===== src/include/autoreload_pwm_pkg.sv =====
package autoreload_pwm_pkg;
	// Register indices, byte address is four times the index
	localparam logic [5:0] IDX_TIMER_CSR = 6'h0D;
	localparam logic [5:0] IDX_COUNTER_HIGH = 6'h0E;
	localparam logic [5:0] IDX_COUNTER_LOW = 6'h0F;
	localparam logic [5:0] IDX_RELOAD_HIGH = 6'h10;
	localparam logic [5:0] IDX_RELOAD_LOW = 6'h11;
	localparam logic [5:0] IDX_OUTPUT_CONTROL = 6'h12;
	localparam logic [5:0] IDX_CHANNEL_CSR0 = 6'h13;
	localparam logic [5:0] IDX_DUTY_HIGH0 = 6'h17;
	localparam logic [5:0] IDX_CAPTURE_HIGH = 6'h1F;
	localparam logic [5:0] IDX_CAPTURE_LOW = 6'h20;
	localparam logic [5:0] IDX_TRANSFER = 6'h21;
	localparam logic [5:0] IDX_BREAK_CONTROL = 6'h22;

	// Timer status/control fields
	localparam int CSR_CAPTURE_FLAG = 6;
	localparam int CSR_CAPTURE_IRQ_EN = 5;
	localparam int CSR_CLK_SEL_HI = 4;
	localparam int CSR_CLK_SEL_LO = 3;
	localparam int CSR_OVERFLOW_FLAG = 2;
	localparam int CSR_OVERFLOW_IRQ_EN = 1;
	localparam int CSR_COMPARE_IRQ_EN = 0;
	// Channel status fields
	localparam int CH_POLARITY = 1;
	localparam int CH_COMPARE_FLAG = 0;
	// Break control fields
	localparam int BRK_ACTIVE = 5;
	localparam int BRK_PIN_EN = 4;

	localparam int COUNT_W = 12;
	localparam int NUM_CH = 4;
	localparam logic [11:0] COUNT_TOP = 12'hFFF;
	localparam logic [11:0] COUNT_RESET = 12'h000;
	localparam logic [7:0] REG_RESET = 8'h00;
	localparam logic TRANSFER_RESET = 1'b1;
	localparam int SLOW_DIVIDE = 32;

	typedef enum logic [1:0] {
		CLK_OFF = 2'b00,
		CLK_LITE = 2'b01,
		CLK_CPU = 2'b10,
		CLK_FAST = 2'b11
	} clk_sel_t;

	localparam logic [1:0] RESP_OKAY = 2'b00;
	localparam logic [1:0] RESP_SLVERR = 2'b10;
endpackage : autoreload_pwm_pkg


===== src/hdl/autoreload_pwm_timer.sv =====
`timescale 1ns/1ns
// Summary of operation
// - Slow mode divides counter clock by SLOW_DIV, 32 by default.
// - Active-halt stops counter except timebase with overflow irq.
// - Wait has no effect; halt stops counter.
// - Wake outputs per mode: wait on any interrupt, active-halt on overflow with lite clock only.
// - Capture/compare share one request; overflow separate.
// - Capture flag set by hardware, cleared by capture read.
// - Capture enable gates capture request.
// - Clock select applies after next overflow, or at once while clock is off.
// - Overflow flag set at wrap, cleared by status read.
// - Overflow enable gates overflow request.
// - Compare enable gates compare request.
// - Read-only 12-bit counter, upper bits zero.
// - Counter restarts from reload value.
// - Reload register sets common period.
// - Output enables hand pins to PWM.
// - Polarity bit inverts channel output.
// - Compare flag set on match, cleared by read.
// - Break bit set by enabled low pin or software.
// - Break pattern forced onto outputs during break.
// - Duty value sets duty or compare value.
// - Overflow raises outputs; match drops them.
// - Break clears counter, reload, duty, output control.
// - Capture latches counter on edges unless flag set.
// - Transfer bit enables shadow load, then clears.
module autoreload_pwm_timer #(
	parameter int SLOW_DIV = autoreload_pwm_pkg::SLOW_DIVIDE
) (
	input wire logic ref_clk,
	input wire logic rst,
	input wire logic [7:0] s_axi_awaddr,
	input wire logic s_axi_awvalid,
	output logic s_axi_awready,
	input wire logic [31:0] s_axi_wdata,
	input wire logic [3:0] s_axi_wstrb,
	input wire logic s_axi_wvalid,
	output logic s_axi_wready,
	output logic [1:0] s_axi_bresp,
	output logic s_axi_bvalid,
	input wire logic s_axi_bready,
	input wire logic [7:0] s_axi_araddr,
	input wire logic s_axi_arvalid,
	output logic s_axi_arready,
	output logic [31:0] s_axi_rdata,
	output logic [1:0] s_axi_rresp,
	output logic s_axi_rvalid,
	input wire logic s_axi_rready,
	input wire logic liteTick,
	input wire logic fastTick,
	input wire logic slowMode,
	input wire logic activeHaltMode,
	input wire logic haltMode,
	input wire logic breakPinN,
	input wire logic capturePin,
	output logic [3:0] pwmOut,
	output logic [3:0] pwmDrive,
	output logic overflowIrq,
	output logic captureCompareIrq,
	output logic wakeFromWait,
	output logic wakeFromActiveHalt
);
	localparam int N = autoreload_pwm_pkg::NUM_CH;
	localparam logic [4:0] SLOW_LAST = 5'(SLOW_DIV - 1);

	if (SLOW_DIV < 2 || SLOW_DIV > 32) begin : gen_bad_div
		$error("SLOW_DIV must lie in 2..32");
	end

	// Bus slave state
	logic awHeld_q, wHeld_q, bValid_q, rValid_q;
	logic [5:0] awIdx_q;
	logic [7:0] wData_q;
	logic wLane_q;
	logic [1:0] bResp_q, rResp_q;
	logic [31:0] rData_q;
	logic wrEn, rdEn, wrHit, rdHit;
	logic [5:0] rdIdx;
	logic [7:0] rdByte;

	// Timer state
	logic [11:0] count_q, reload_q, captureValue_q;
	logic [1:0] clkSelSw_q;
	autoreload_pwm_pkg::clk_sel_t clkSelActive_q;
	logic captureFlag_q, captureIrqEn_q, overflowFlag_q, overflowIrqEn_q, compareIrqEn_q;
	logic [3:0] outEnable_q, breakPattern_q;
	logic breakActive_q, breakPinEn_q, transfer_q;
	logic [4:0] slowCnt_q;
	logic [2:0] capSync_q;
	logic [1:0] brkSync_q;
	logic baseTick, running, advance, overflow, captureEdge, captureRead;
	logic [N-1:0] compareFlag, polarity, polShadow, level;
	logic [11:0] duty [N];
	logic [11:0] dutyShadow [N];

	assign wrEn = awHeld_q && wHeld_q && !bValid_q;
	assign rdEn = s_axi_arvalid && !rValid_q;
	assign rdIdx = s_axi_araddr[7:2];
	assign s_axi_awready = !awHeld_q && !bValid_q;
	assign s_axi_wready = !wHeld_q && !bValid_q;
	assign s_axi_arready = !rValid_q;
	assign s_axi_bvalid = bValid_q;
	assign s_axi_bresp = bResp_q;
	assign s_axi_rvalid = rValid_q;
	assign s_axi_rresp = rResp_q;
	assign s_axi_rdata = rData_q;

	function automatic logic mapped(input logic [5:0] idx);
		mapped = idx >= autoreload_pwm_pkg::IDX_TIMER_CSR
			&& idx <= autoreload_pwm_pkg::IDX_BREAK_CONTROL;
	endfunction : mapped

	assign wrHit = mapped(awIdx_q) && wLane_q;
	assign rdHit = mapped(rdIdx);

	// Address and data taken in either order
	always_ff @(posedge ref_clk) begin
		if (rst) begin
			awHeld_q <= 1'b0;
			awIdx_q <= 6'h00;
		end else if (s_axi_awvalid && s_axi_awready) begin
			awHeld_q <= 1'b1;
			awIdx_q <= s_axi_awaddr[7:2];
		end else if (wrEn) begin
			awHeld_q <= 1'b0;
		end
	end

	always_ff @(posedge ref_clk) begin
		if (rst) begin
			wHeld_q <= 1'b0;
			wData_q <= 8'h00;
			wLane_q <= 1'b0;
		end else if (s_axi_wvalid && s_axi_wready) begin
			wHeld_q <= 1'b1;
			wData_q <= s_axi_wdata[7:0];
			wLane_q <= s_axi_wstrb[0];
		end else if (wrEn) begin
			wHeld_q <= 1'b0;
		end
	end

	always_ff @(posedge ref_clk) begin
		if (rst) begin
			bValid_q <= 1'b0;
			bResp_q <= autoreload_pwm_pkg::RESP_OKAY;
		end else if (wrEn) begin
			bValid_q <= 1'b1;
			bResp_q <= mapped(awIdx_q) ? autoreload_pwm_pkg::RESP_OKAY
				: autoreload_pwm_pkg::RESP_SLVERR;
		end else if (s_axi_bready) begin
			bValid_q <= 1'b0;
		end
	end

	// Read mux
	always_comb begin
		rdByte = 8'h00;
		unique case (rdIdx)
			autoreload_pwm_pkg::IDX_TIMER_CSR: begin
				rdByte = {1'b0, captureFlag_q, captureIrqEn_q, clkSelSw_q,
					overflowFlag_q, overflowIrqEn_q, compareIrqEn_q};
			end
			autoreload_pwm_pkg::IDX_COUNTER_HIGH: rdByte = {4'h0, count_q[11:8]};
			autoreload_pwm_pkg::IDX_COUNTER_LOW: rdByte = count_q[7:0];
			autoreload_pwm_pkg::IDX_RELOAD_HIGH: rdByte = {4'h0, reload_q[11:8]};
			autoreload_pwm_pkg::IDX_RELOAD_LOW: rdByte = reload_q[7:0];
			autoreload_pwm_pkg::IDX_OUTPUT_CONTROL: begin
				rdByte = {1'b0, outEnable_q[3], 1'b0, outEnable_q[2],
					1'b0, outEnable_q[1], 1'b0, outEnable_q[0]};
			end
			autoreload_pwm_pkg::IDX_CAPTURE_HIGH: rdByte = {4'h0, captureValue_q[11:8]};
			autoreload_pwm_pkg::IDX_CAPTURE_LOW: rdByte = captureValue_q[7:0];
			autoreload_pwm_pkg::IDX_TRANSFER: rdByte = {7'h00, transfer_q};
			autoreload_pwm_pkg::IDX_BREAK_CONTROL: begin
				rdByte = {2'b00, breakActive_q, breakPinEn_q, breakPattern_q};
			end
			default: begin
				for (int c = 0; c < N; c++) begin
					if (rdIdx == autoreload_pwm_pkg::IDX_CHANNEL_CSR0 + 6'(c)) begin
						rdByte = {6'h00, polarity[c], compareFlag[c]};
					end
					if (rdIdx == autoreload_pwm_pkg::IDX_DUTY_HIGH0 + 6'(2 * c)) begin
						rdByte = {4'h0, duty[c][11:8]};
					end
					if (rdIdx == autoreload_pwm_pkg::IDX_DUTY_HIGH0 + 6'(2 * c + 1)) begin
						rdByte = duty[c][7:0];
					end
				end
			end
		endcase
	end

	always_ff @(posedge ref_clk) begin
		if (rst) begin
			rValid_q <= 1'b0;
			rData_q <= 32'h0000_0000;
			rResp_q <= autoreload_pwm_pkg::RESP_OKAY;
		end else if (rdEn) begin
			rValid_q <= 1'b1;
			rData_q <= {24'h000000, rdByte};
			rResp_q <= rdHit ? autoreload_pwm_pkg::RESP_OKAY : autoreload_pwm_pkg::RESP_SLVERR;
		end else if (s_axi_rready) begin
			rValid_q <= 1'b0;
		end
	end

	always_ff @(posedge ref_clk) begin
		if (rst) begin
			capSync_q <= 3'b000;
			brkSync_q <= 2'b11;
		end else begin
			capSync_q <= {capSync_q[1:0], capturePin};
			brkSync_q <= {brkSync_q[0], breakPinN};
		end
	end

	always_comb begin
		unique case (clkSelActive_q)
			autoreload_pwm_pkg::CLK_OFF: baseTick = 1'b0;
			autoreload_pwm_pkg::CLK_LITE: baseTick = liteTick;
			autoreload_pwm_pkg::CLK_CPU: baseTick = 1'b1;
			autoreload_pwm_pkg::CLK_FAST: baseTick = fastTick;
		endcase
	end

	assign running = !haltMode && !(activeHaltMode
		&& !(clkSelActive_q == autoreload_pwm_pkg::CLK_LITE && overflowIrqEn_q));
	assign advance = baseTick && running && !breakActive_q
		&& (!slowMode || slowCnt_q == SLOW_LAST);
	assign overflow = advance && count_q == autoreload_pwm_pkg::COUNT_TOP;

	always_ff @(posedge ref_clk) begin
		if (rst || !slowMode) begin
			slowCnt_q <= 5'h00;
		end else if (baseTick && running) begin
			slowCnt_q <= (slowCnt_q == SLOW_LAST) ? 5'h00 : slowCnt_q + 5'h01;
		end
	end

	always_ff @(posedge ref_clk) begin
		if (rst || breakActive_q) begin
			count_q <= autoreload_pwm_pkg::COUNT_RESET;
		end else if (overflow) begin
			count_q <= reload_q;
		end else if (advance) begin
			count_q <= count_q + 12'h001;
		end
	end

	always_ff @(posedge ref_clk) begin
		if (rst || breakActive_q) begin
			reload_q <= autoreload_pwm_pkg::COUNT_RESET;
		end else if (wrEn && wrHit && awIdx_q == autoreload_pwm_pkg::IDX_RELOAD_HIGH) begin
			reload_q[11:8] <= wData_q[3:0];
		end else if (wrEn && wrHit && awIdx_q == autoreload_pwm_pkg::IDX_RELOAD_LOW) begin
			reload_q[7:0] <= wData_q;
		end
	end

	// Status/control register
	always_ff @(posedge ref_clk) begin
		if (rst) begin
			captureIrqEn_q <= 1'b0;
			clkSelSw_q <= 2'b00;
			overflowIrqEn_q <= 1'b0;
			compareIrqEn_q <= 1'b0;
		end else if (wrEn && wrHit && awIdx_q == autoreload_pwm_pkg::IDX_TIMER_CSR) begin
			captureIrqEn_q <= wData_q[autoreload_pwm_pkg::CSR_CAPTURE_IRQ_EN];
			clkSelSw_q <= {wData_q[autoreload_pwm_pkg::CSR_CLK_SEL_HI],
				wData_q[autoreload_pwm_pkg::CSR_CLK_SEL_LO]};
			overflowIrqEn_q <= wData_q[autoreload_pwm_pkg::CSR_OVERFLOW_IRQ_EN];
			compareIrqEn_q <= wData_q[autoreload_pwm_pkg::CSR_COMPARE_IRQ_EN];
		end
	end

	always_ff @(posedge ref_clk) begin
		if (rst) begin
			clkSelActive_q <= autoreload_pwm_pkg::CLK_OFF;
		end else if (overflow || clkSelActive_q == autoreload_pwm_pkg::CLK_OFF) begin
			clkSelActive_q <= autoreload_pwm_pkg::clk_sel_t'(clkSelSw_q);
		end
	end

	always_ff @(posedge ref_clk) begin
		if (rst) begin
			overflowFlag_q <= 1'b0;
		end else if (overflow) begin
			overflowFlag_q <= 1'b1;
		end else if (rdEn && rdIdx == autoreload_pwm_pkg::IDX_TIMER_CSR) begin
			overflowFlag_q <= 1'b0;
		end
	end

	assign captureEdge = capSync_q[2] != capSync_q[1];
	assign captureRead = rdEn && (rdIdx == autoreload_pwm_pkg::IDX_CAPTURE_HIGH
		|| rdIdx == autoreload_pwm_pkg::IDX_CAPTURE_LOW);

	always_ff @(posedge ref_clk) begin
		if (rst) begin
			captureValue_q <= autoreload_pwm_pkg::COUNT_RESET;
		end else if (captureEdge && !captureFlag_q) begin
			captureValue_q <= count_q;
		end
	end

	always_ff @(posedge ref_clk) begin
		if (rst) begin
			captureFlag_q <= 1'b0;
		end else if (captureEdge && !captureFlag_q) begin
			captureFlag_q <= 1'b1;
		end else if (captureRead) begin
			captureFlag_q <= 1'b0;
		end
	end

	always_ff @(posedge ref_clk) begin
		if (rst || breakActive_q) begin
			outEnable_q <= 4'h0;
		end else if (wrEn && wrHit && awIdx_q == autoreload_pwm_pkg::IDX_OUTPUT_CONTROL) begin
			outEnable_q <= {wData_q[6], wData_q[4], wData_q[2], wData_q[0]};
		end
	end

	always_ff @(posedge ref_clk) begin
		if (rst) begin
			transfer_q <= autoreload_pwm_pkg::TRANSFER_RESET;
		end else if (wrEn && wrHit && awIdx_q == autoreload_pwm_pkg::IDX_TRANSFER) begin
			transfer_q <= wData_q[0];
		end else if (overflow && transfer_q) begin
			transfer_q <= 1'b0;
		end
	end

	always_ff @(posedge ref_clk) begin
		if (rst) begin
			breakActive_q <= 1'b0;
			breakPinEn_q <= 1'b0;
			breakPattern_q <= 4'h0;
		end else begin
			if (wrEn && wrHit && awIdx_q == autoreload_pwm_pkg::IDX_BREAK_CONTROL) begin
				breakPinEn_q <= wData_q[autoreload_pwm_pkg::BRK_PIN_EN];
				breakPattern_q <= wData_q[3:0];
			end
			if (breakPinEn_q && !brkSync_q[1]) begin
				breakActive_q <= 1'b1;
			end else if (wrEn && wrHit
				&& awIdx_q == autoreload_pwm_pkg::IDX_BREAK_CONTROL) begin
				breakActive_q <= wData_q[autoreload_pwm_pkg::BRK_ACTIVE];
			end
		end
	end

	// Per-channel logic
	for (genvar c = 0; c < N; c++) begin : gen_ch
		localparam logic [5:0] CSR_IDX = autoreload_pwm_pkg::IDX_CHANNEL_CSR0 + 6'(c);
		localparam logic [5:0] HI_IDX = autoreload_pwm_pkg::IDX_DUTY_HIGH0 + 6'(2 * c);
		localparam logic [5:0] LO_IDX = autoreload_pwm_pkg::IDX_DUTY_HIGH0 + 6'(2 * c + 1);
		logic match;

		assign match = advance && !overflow && count_q + 12'h001 == dutyShadow[c]
			&& dutyShadow[c] != 12'h000;

		always_ff @(posedge ref_clk) begin
			if (rst || breakActive_q) begin
				duty[c] <= autoreload_pwm_pkg::COUNT_RESET;
			end else if (wrEn && wrHit && awIdx_q == HI_IDX) begin
				duty[c][11:8] <= wData_q[3:0];
			end else if (wrEn && wrHit && awIdx_q == LO_IDX) begin
				duty[c][7:0] <= wData_q;
			end
		end

		always_ff @(posedge ref_clk) begin
			if (rst) begin
				polarity[c] <= 1'b0;
			end else if (wrEn && wrHit && awIdx_q == CSR_IDX) begin
				polarity[c] <= wData_q[autoreload_pwm_pkg::CH_POLARITY];
			end
		end

		always_ff @(posedge ref_clk) begin
			if (rst || breakActive_q) begin
				dutyShadow[c] <= autoreload_pwm_pkg::COUNT_RESET;
				polShadow[c] <= 1'b0;
			end else if (overflow && transfer_q) begin
				dutyShadow[c] <= duty[c];
				polShadow[c] <= polarity[c];
			end
		end

		always_ff @(posedge ref_clk) begin
			if (rst) begin
				compareFlag[c] <= 1'b0;
			end else if (match) begin
				compareFlag[c] <= 1'b1;
			end else if (rdEn && rdIdx == CSR_IDX) begin
				compareFlag[c] <= 1'b0;
			end
		end

		// high at overflow, low at match
		always_ff @(posedge ref_clk) begin
			if (rst || breakActive_q) begin
				level[c] <= 1'b0;
			end else if (overflow) begin
				level[c] <= 1'b1;
			end else if (match) begin
				level[c] <= 1'b0;
			end
		end

		always_ff @(posedge ref_clk) begin
			if (rst) begin
				pwmOut[c] <= 1'b0;
			end else begin
				pwmOut[c] <= breakActive_q ? breakPattern_q[c] : (level[c] ^ polShadow[c]);
			end
		end

		assign pwmDrive[c] = outEnable_q[c] || breakActive_q;
	end

	assign overflowIrq = overflowFlag_q && overflowIrqEn_q;
	assign captureCompareIrq = (captureFlag_q && captureIrqEn_q)
		|| (|compareFlag && compareIrqEn_q);
	assign wakeFromWait = overflowIrq || captureCompareIrq;
	assign wakeFromActiveHalt = overflowIrq && clkSelActive_q == autoreload_pwm_pkg::CLK_LITE;
endmodule : autoreload_pwm_timer


===== config.mk =====
export PLATFORM = sky130hd
export DESIGN_NAME = autoreload_pwm_timer
export DESIGN_NICKNAME = d
export VERILOG_FILES = /design/src/include/autoreload_pwm_pkg.sv /design/src/hdl/autoreload_pwm_timer.sv
export SDC_FILE = /design/constraint.sdc
export NUM_CORES = 1
export LEC_CHECK = 0
export BUFFER_PORTS_ARGS = -buffer_cell sky130_fd_sc_hd__buf_2
export CAP_MARGIN = 40
export CORE_ASPECT_RATIO = 1.2
export CORE_MARGIN = 2
export CORE_UTILIZATION = 65
export CTS_BUF_LIST = sky130_fd_sc_hd__clkbuf_4 sky130_fd_sc_hd__clkbuf_8
export DETAILED_ROUTE_END_ITERATION = 10
export GPL_TIMING_DRIVEN = 0
export PLACE_DENSITY = 0.95
export SLEW_MARGIN = 20
export SYNTH_ARGS = -nofsm -noshare
export SYNTH_HDL_FRONTEND = slang
export SYNTH_SLANG_ARGS = --single-unit

===== constraint.sdc =====
create_clock -name ref_clk -period 6.2 [get_ports ref_clk]
set_clock_uncertainty 0.1 [all_clocks]
set_input_delay 0.93 -clock ref_clk [delete_from_list [all_inputs] [get_ports ref_clk]]
set_output_delay 0.93 -clock ref_clk [all_outputs]
set_load 0.005 [all_outputs]

Word level (Yosys, flattened, before mapping). Memories as Yosys holds them, arrays and structs flattened. Cells that the tools add are included.

Add/sub/neg operators: 2. Multipliers: 0. Div/mod/pow operators: 0. Order comparisons: 4. Equality and inequality tests: 50. Shifts and indexed selects: 0. Mux-type cells: 99. Bitwise logic cells: 17. Reduce and logical (&&, ||, !) cells: 105.

Operators with widths (number): 6-bit by 5-bit equality test with 1-bit output (second input constant) (31); 8-bit 2-to-1 mux (15); 8-bit case mux with 10 select lines (1); 12-bit 2-to-1 mux (6); 1-bit 2-to-1 mux (68); 1-bit logical AND (58); 12-bit equality test (4); 12-bit nonzero test (4); 2-bit nonzero test (17); 6-bit equality test (second input constant) (5); 6-bit by 4-bit equality test with 1-bit output (second input constant) (4); 4-bit 2-to-1 mux (4); 12-bit by 1-bit adder with 12-bit output (second input constant) (1); 12-bit equality test (second input constant) (1); 6-bit by 4-bit greater-or-equal comparator with 1-bit output (second input constant) (2); 6-bit <= comparator (second input constant) (2); 1-bit zero test (12); 1-bit bitwise OR (12); 1-bit logical OR (11); 2-bit 2-to-1 mux (3); 5-bit by 1-bit adder with 5-bit output (second input constant) (1); 5-bit equality test (second input constant) (1); 5-bit 2-to-1 mux (1); 2-bit equality test (second input constant) (2); other kinds (8) (11).

Register bits after elaboration: 117. Latch bits: 0. Bits in writable memories: 96. ROM bits: 0. Word-level logic and storage cells: 328. Memories kept: 2.

Memories: duty (depth 4, bits a word 12, read ports 4, clocked after Yosys merged registers in 0, write ports 4, RTL line autoreload_pwm_timer.sv:93) `logic [11:0] duty [N];`; dutyShadow (depth 4, bits a word 12, read ports 4, clocked after Yosys merged registers in 0, write ports 4, RTL line autoreload_pwm_timer.sv:94) `logic [11:0] dutyShadow [N];`.

Logic depth before layout (Yosys ltp). Gate-level depths: netlist (run 1).

Word-level depth: 16. Mapped depth: 11. Depth with buffers taken out: 9.

Worst setup path before layout (run 1). Ideal clock, no wire load.

Path kind: input -> register. Start: input slowMode. End: memory dutyShadow[0][0], enable pin. Data arrival time: 3052 ps. Slack: 2642 ps. Stages on the path: 6. Buffers on the path: 1. Path through: nor2b_1 nor4_1 and3_1 buf_2 nand2_1 nand2_1.

RTL lines: start, declared (RTL line autoreload_pwm_timer.sv:51) `input wire logic slowMode,`; end, declared (RTL line autoreload_pwm_timer.sv:94).

Worst setup path in the final report (run 1).
Start: input s_axi_araddr[3]. End: register rData_q[6], in the netlist s_axi_rdata[6].

Word-level cells in the longest chain between the ends: 12. Elaborated cells between the ends (all ways): 31.

RTL lines: start, declared (RTL line autoreload_pwm_timer.sv:42) `input wire logic [7:0] s_axi_araddr,`; 6-bit by 5-bit equality test with 1-bit output (RTL line autoreload_pwm_timer.sv:186) `if (rdIdx == autoreload_pwm_pkg::IDX_DUTY_HIGH0 + 6'(2 * c + 1)) begin`; 8-bit 2-to-1 mux (RTL line autoreload_pwm_timer.sv:186); 8-bit 2-to-1 mux (RTL line autoreload_pwm_timer.sv:180) `if (rdIdx == autoreload_pwm_pkg::IDX_CHANNEL_CSR0 + 6'(c)) begin`; 8-bit 2-to-1 mux (RTL line autoreload_pwm_timer.sv:183) `if (rdIdx == autoreload_pwm_pkg::IDX_DUTY_HIGH0 + 6'(2 * c)) begin`; 8-bit 2-to-1 mux (RTL line autoreload_pwm_timer.sv:186); 8-bit 2-to-1 mux (RTL line autoreload_pwm_timer.sv:180); 8-bit 2-to-1 mux (RTL line autoreload_pwm_timer.sv:183); 8-bit 2-to-1 mux (RTL line autoreload_pwm_timer.sv:186); 8-bit 2-to-1 mux (RTL line autoreload_pwm_timer.sv:180); 8-bit 2-to-1 mux (RTL line autoreload_pwm_timer.sv:183); 8-bit 2-to-1 mux (RTL line autoreload_pwm_timer.sv:186); 8-bit case mux with 10 select lines (*) (RTL line autoreload_pwm_timer.sv:159) `unique case (rdIdx)`; end signal, assigned (RTL line autoreload_pwm_timer.sv:201) `rData_q <= {24'h000000, rdByte};`; end, declared (RTL line autoreload_pwm_timer.sv:76) `logic [31:0] rData_q;`.

Every way passes the cells marked *; elsewhere a longest branch is shown, timed or not. A chain may end at the register's enable or synchronous reset.

==> results.yml, run 1 <==
status:
  status: "finished clean"
timing:
  hold_violations: 0
  final.period_utilization_pct: 64.93
  drv_slew: 0
  rsz0062_at_grt: "no"
  setup_viol: 0
  finalSetupTns_ns: 0
  slew_headroom_pct: 39.76
  period_needed_ns: 4.026
  fmax_ghz: 0.2484
  tightest_slew_ns: 0.8809
synth:
  synth_ff_type: "dfxtp_1"
  synth-seq-area-share_pct: 46.24
  synth_cells: 1180
  ys_seq_elements: 211
  synth_top_area_cell: "edfxtp_1"
  async_reset_ff_share_pct: 0
  syn_area_um2: 11210
  avgSynthCellArea_um2: 9.502
  yosys_warnings: 0
  synth_top_area_share_pct: 25.71
  synth_edf_count: 96
  synth.distinct_cells: 80
  synthTopCellsByArea: "edfxtp_1, dfxtp_1, mux2i_1, and2_1, nor2_1"
clock_network:
  clock-sinks: 211
  root_buffer: "clkbuf_8"
  numCtsBuffers: 31
  cts_max_path_buffers: 3
  cts-htree-levels: 1
  clk_pin_slew_ns: 0.07
  post_cts_buffers: 0
  cts.repair.resized: 0
  cts_tree: "yes"
  ctsHoldBuffers: 0
  clock_latency_ns: 0.58
placed_design:
  gp_congestion: 1.040
  dp.cells: 1486
  port_buffers: 60
  hpwl_um: 27470
critical_path:
  worst-setup-path-type: "in -> reg"
  ff2ff_path_depth: 10
  r2r_start: "count_q[1]$_SDFFE_PP0P_"
  start_kind: "input port"
  path_max_fanout: 10
  required_ns: 6.52
  r2r_end: "dutyShadow[1][1]$_SDFFCE_PN0P_"
  critPathArrivalTime_ns: 4.35
  end_kind: "flop"
  r2r_setup_slack_ns: 2.38
pwr:
  total_switching_power_mw: 0.7383
  seq_power_share_pct: 51.8
  peakVddDrop_mv: 0.2211
  p_total_mw: 2.957
  p_leak_nw: 4.933
  clockPowerShare_pct: 39.7
  p_comb_share_pct: 8.5
  p_per_area_nw_per_um2: 234.3
  p_sw_share_pct: 24.97
  internal_power_mw: 2.219
final_layout:
  fin_cells: 1549
  nets: 1377
  drive_above_1_share_pct: 13.66
  syn_to_final_growth_pct: 12.57
run:
  cap_violations: 0
min_path:
  worstHoldPathCells: 1
  min_from: "brkSync_q[0]$_SDFF_PP1_"
  hold_end: "brkSync_q[1]$_SDFF_PP1_"
  hold_class: "reg -> reg"
routing:
  postRouteAntennaNets: 0
  drc: 0
  first_pass_iters: 7
  first_iter_violations: 1675
  routed_wl_um: 37240
  wl_per_cell_um: 24.04
  vias_per_cell: 6.525
  num_vias: 10107
floorplan:
  rows: 52
  die_w_um: 123.9
  die_y_um: 147.9
  num_io_pins: 119
  die_area_um2: 18320
  core_um2: 16850
  initial_utilization_pct: 66.54
global_routing:
  grt_pass1_vias: 9502
  grt_pass1_wl_um: 55300
  antenna_found_initial: 0
  grt_usage_pct: 41.05
  grt_start_max_net_pins: 27
  grt_overflow_total: 0
[power groups by stage]
stage / Combinational (mW) / Clock (mW) / Sequential, mW
2_1_floorplan: 0.157 / 0 / 1.54
3_3_place_gp: 0.231 / 0 / 1.56
3_5_place_dp: 0.237 / 0 / 1.56
4_1_cts: 0.239 / 1.17 / 1.53
5_1_grt: 0.265 / 1.23 / 1.53
6_report: 0.250 / 1.17 / 1.53
[worst max-delay path, stage by stage]
cell and delay, ns:
buf_2 0.15, clkbuf_1 0.47, clkbuf_1 0.65, clkbuf_1 0.74, mux2i_1 0.48, nor2_1 0.07
a2111oi_0 0.75, nor3_1 0.11
[kinds of logic after synthesis]
| logic type | count (synthesis) | share of synthesized area [%] |
|---|---|---|
| DFF | 211 | 46.24 |
| AOI/OAI and AO/OA | 238 | 13.77 |
| adders and majority gates | 3 | 0.3348 |
| xor gates and xnor gates | 54 | 5.948 |
| buffers and inverters | 127 | 5.267 |
| other | 1 | 0.03345 |
| and+or+nand+nor | 474 | 21.90 |
| muxes | 72 | 6.506 |
[synth_stat cells (all sizes together) (4+ instances only)]
| library cell | count |
|---|---|
| a2111oi | 7 |
| a211oi | 20 |
| a21oi | 68 |
| a22oi | 8 |
| a31oi | 9 |
| a32o | 4 |
| and2 | 96 |
| and3 | 5 |
| buf | 42 |
| clkbuf | 68 |
| dfxtp | 115 |
| edfxtp | 96 |
| inv | 17 |
| mux2 | 4 |
| mux2i | 68 |
| nand2 | 82 |
| nand2b | 14 |
| nand3 | 28 |
| nand3b | 9 |
| nand4 | 8 |
| nor2 | 125 |
| nor2b | 15 |
| nor3 | 33 |
| nor3b | 4 |
| nor4 | 18 |
| o211a | 4 |
| o211ai | 5 |
| o21a | 5 |
| o21ai | 52 |
| o221ai | 5 |
| o22ai | 12 |
| o31ai | 5 |
| or2 | 9 |
| or3 | 6 |
| or4 | 6 |
| xnor2 | 26 |
| xnor3 | 13 |
| xor2 | 14 |
[per-layer routing]
layer,vias up,global-route usage (%),share of wire (%)
met5,-,0,0
met3,183,8.372,12
met4,0,23.65,6.9
li1,4446,-,-
met1,4717,51.84,36
met2,761,65.19,46
[cell usage in the layout (no fill, tap or decap), drive strengths merged, types with 12 or more instances in the layout]
cell and instances:
o21ai 52, a21oi 68, edfxtp 96, nor4 18, mux2i 68, conb 26
buf 111, inv 17, nor2b 15, nand2b 14, dfxtp 115, xnor3 13
nand3 28, clkbuf 121, nand2 82, a211oi 20, o22ai 12, and2 96
xnor2 26, nor2 125, xor2 14, nor3 33
[state kept, by name, indices dropped and copies added, names as in the netlist, 5 cells and up]
signal          flops
reload_q           12
wData_q             8
awIdx_q             6
s_axi_rdata         8
count_q            12
slowCnt_q           5
dutyShadow         48
captureValue_q     12
duty               48
[worst max path at each step]
stage / start / slack (ns) / end
floorplan: slowMode / 2.64 / dutyShadow[0][0]$_SDFFCE_PN0P_
global placement: s_axi_araddr[3] / 1.74 / s_axi_rdata[6]$_SDFFE_PP0P_
detailed placement: s_axi_araddr[3] / 1.76 / s_axi_rdata[6]$_SDFFE_PP0P_
CTS: s_axi_araddr[3] / 2.35 / s_axi_rdata[6]$_SDFFE_PP0P_
global route: count_q[1]$_SDFFE_PP0P_ / 2.10 / dutyShadow[1][1]$_SDFFCE_PN0P_
finish: s_axi_araddr[3] / 2.17 / s_axi_rdata[6]$_SDFFE_PP0P_
[layout make-up]
cell class | instances | area [µm²]
fillers | 1214 | 4230
diodes | 1 | 2.502
repair buffers | 70 | 384.1
flip-flops and latches | 211 | 5185
inverters | 17 | 63.81
well taps | 216 | 270.3
plain buffers | 110 | 526.8
clock buffers | 52 | 628.1
multi-input cells | 867 | 5533
clock inverters | 5 | 27.53
[per-stage QoR]
step	util (%)	worst slack, ns	area (µm²)	hold WS, ns
detailed placement	70.79	1.760	11930	0.3042
CTS	74.68	2.348	12580	0.3237
floorplan	-	2.642	11310	0.2895
global route	74.88	2.096	12620	0.3380
global placement	70.48	1.742	11880	0.2962
finish	74.90	2.174	12620	0.3200
(Power assumes the default switching activity.)
==> run 2, diff against run 1 <==
- ABC_AREA: not set -> 1
- CORE_UTILIZATION: 65 -> 61
- PLACE_DENSITY: 0.95 -> 0.92
- clock period: 6.2 -> 3.8 ns (I/O delays scaled with it)
==> results.yml, run 2 <==
critical_path:
  path_max_fanout: 29
  r2r_setup_slack_ns: 0.83
  r2r_start: "slowCnt_q[0]$_SDFFE_PP0N_"
  critPathArrivalTime_ns: 3.07
  max_stage_delay_ns: 0.46
  start_kind: "flop"
  end_kind: "flop"
  ff2ff_path_depth: 13
  worst-setup-path-type: "reg -> reg"
  cp_cell_sequence: "ha_1 > inv_1 > nor3_1 > ha_1 > nor2_1 > nor2_1 > nand2_1 > inv_1 > nand2_2 > clkinv_2 > nand2_1 > nand2_2 > buf_12"
  required_ns: 3.89
  r2r_end: "dutyShadow[0][11]$_SDFFCE_PN0P_"
  cpMaxStageDelayCell: "nand2_2"
routing:
  routed_wl_um: 32510
  drc: 0
  first_iter_violations: 1163
  num_vias: 9822
  wl_per_cell_um: 18.88
  vias_per_cell: 5.704
  postRouteAntennaNets: 0
  first_pass_iters: 5
clock_network:
  clk_pin_slew_ns: 0.06
  post_cts_buffers: 0
  clock_latency_ns: 0.51
  cts-htree-levels: 2
  root_buffer: "clkbuf_8"
  clock-sinks: 211
  numCtsBuffers: 34
  cts_tree: "yes"
  ctsHoldBuffers: 0
  cts_max_path_buffers: 3
  cts.repair.resized: 0
synth:
  synth_top_area_cell: "edfxtp_1"
  syn_area_um2: 10480
  yosys_warnings: 0
  synthTopCellsByCount: "nand2_1, inv_1, nor2_1"
  synth_ff_type: "dfxtp_1"
  synth_cells: 1358
  async_reset_ff_share_pct: 0
  yosysMostFrequentCell: "nand2_1"
  synth.distinct_cells: 44
  avgSynthCellArea_um2: 7.720
  ys_seq_elements: 211
  synth_edf_count: 96
  synthTopCellsByArea: "edfxtp_1, dfxtp_1, nand2_1, inv_1, nor2_1"
  synth_top_area_share_pct: 27.50
  synth-seq-area-share_pct: 49.46
timing:
  setup_viol: 0
  tightest_slew_ns: 0.7623
  fin_ws_ns: 0.8261
  hold_violations: 0
  rsz0062_at_grt: "no"
  fmax_ghz: 0.3363
  slew_headroom_pct: 48.52
  drv_slew: 0
  final.period_utilization_pct: 78.26
  period_needed_ns: 2.974
global_routing:
  grt_usage_pct: 36.35
  antenna_found_initial: 0
  grt_pass1_vias: 9235
  grt_start_max_net_pins: 30
  grt_overflow_total: 0
  grt_pass1_wl_um: 49940
pwr:
  seq_power_share_pct: 49.7
  p_leak_nw: 5.221
  p_per_area_nw_per_um2: 418.6
  peakVddDrop_mv: 0.3989
  p_sw_share_pct: 23.59
  total_switching_power_mw: 1.180
  internal_power_mw: 3.824
  p_comb_share_pct: 7.1
  clockPowerShare_pct: 43.3
run:
  cap_violations: 0
floorplan:
  initial_utilization_pct: 62.21
  die_area_um2: 18260
  die_w_um: 123.7
  rows: 52
  num_io_pins: 119
  core_um2: 16850
  die_y_um: 147.6
placed_design:
  hpwl_um: 25120
  place_worst_setup_slack_ns: 0.7808
  place_area_um2: 11200
  port_buffers: 60
  gp_congestion: 1.040
min_path:
  min_from: "breakPinN"
  worstHoldPathCells: 2
  hold_class: "in -> reg"
  hold_end: "brkSync_q[0]$_SDFF_PP1_"
final_layout:
  drive_above_1_share_pct: 13.21
  final_common_cell: "nand2_1"
  nets: 1553
  fin_util_pct: 70.95
  antenna_cells: 0
  fillers: 1412
  finish.instance_area_um2: 11960
  syn_to_final_growth_pct: 14.03
  reg.largest.list: "dutyShadow x48, duty x48"
  final_cell_mix: "nand2_1, inv_1, nor2_1"
status:
  status: "finished clean"
## run 2: cell count changes after synthesis, moves of 31 or more
cell | before | now
inv_1 | 16 | 209
nand3_1 | 28 | 80
nor2_1 | 125 | 203
and2_1 | 96 | 0
o21ai_0 | 49 | 97
mux2i_1 | 68 | 0
a21oi_1 | 67 | 98
clkbuf_1 | 68 | 22
nand2_1 | 82 | 244
## run 2: layer usage
layer  share of wire, %  wire length (µm)  GRT usage (%)
met5                  0                 0              0
met4                5.4              1744          18.07
met3                9.5              3099          4.552
met2                 46             15070          57.58
met1                 39             12600          49.13
## run 2: power by group through the flow
| stage | clock network (mW) | registers, mW | logic (mW) |
|---|---|---|---|
| 2_1_floorplan | 0 | 2.52 | 0.223 |
| 3_3_place_gp | 0 | 2.53 | 0.331 |
| 3_5_place_dp | 0 | 2.53 | 0.343 |
| 4_1_cts | 2.17 | 2.48 | 0.346 |
| 5_1_grt | 2.26 | 2.49 | 0.388 |
| 6_report | 2.16 | 2.48 | 0.355 |
## run 2: critical path: cells and delay by family, from the launching register on
family | cells | cell delay [ns]
adder cells (fa/ha/maj) | 2 | 0.39
buffers and inverters | 4 | 0.58
flip-flops | 1 | 0.38
AND/OR/NAND/NOR | 7 | 1.18
## run 2: cell type report
class,instances,area [µm²],share of cell area (%)
Multi-Input combinational cell,898,4249,35.54
Clock inverter,4,72.57,0.6070
Clock buffer,54,686.9,5.746
Tap cell,216,270.3,2.261
Sequential cell,211,5185,43.37
Timing Repair Buffer,65,340.3,2.847
Buffer,59,341.6,2.857
Inverter,215,809.5,6.771
## run 2: kinds of logic after synthesis
kind of cell,count (synthesis),share of synthesized area (%)
AOI/OAI and AO/OA,251,13.13
xor gates and xnor gates,12,1.002
adders and majority gates,3,0.3581
buffers and inverters,274,10.98
DFF,211,49.46
other,1,0.03577
and+or+nand+nor,606,25.04
## run 2: how the worst max path moves through the flow
stage                                 endpoint  cells after the start                 startpoint
6_report       dutyShadow[0][11]$_SDFFCE_PN0P_                     13  slowCnt_q[0]$_SDFFE_PP0N_
5_1_grt         dutyShadow[3][3]$_SDFFCE_PN0P_                     13  slowCnt_q[0]$_SDFFE_PP0N_
4_1_cts         dutyShadow[1][1]$_SDFFCE_PN0P_                     13  slowCnt_q[0]$_SDFFE_PP0N_
3_5_place_dp    dutyShadow[2][2]$_SDFFCE_PN0P_                     12                   fastTick
3_3_place_gp    dutyShadow[2][4]$_SDFFCE_PN0P_                     11                   fastTick
2_1_floorplan   dutyShadow[0][0]$_SDFFCE_PN0P_                     10                   fastTick
## run 2: stage by stage
stage	cells	setup TNS [ns]	power [mW]	hold WS, ns
CTS	1722	0	4.998	0.1504
floorplan	1383	0	2.740	0.2883
detailed placement	1664	0	2.873	0.2941
finish	1722	0	5.004	0.1653
global route	1722	0	5.137	0.1555
global placement	1659	-2.097	2.861	0.2898
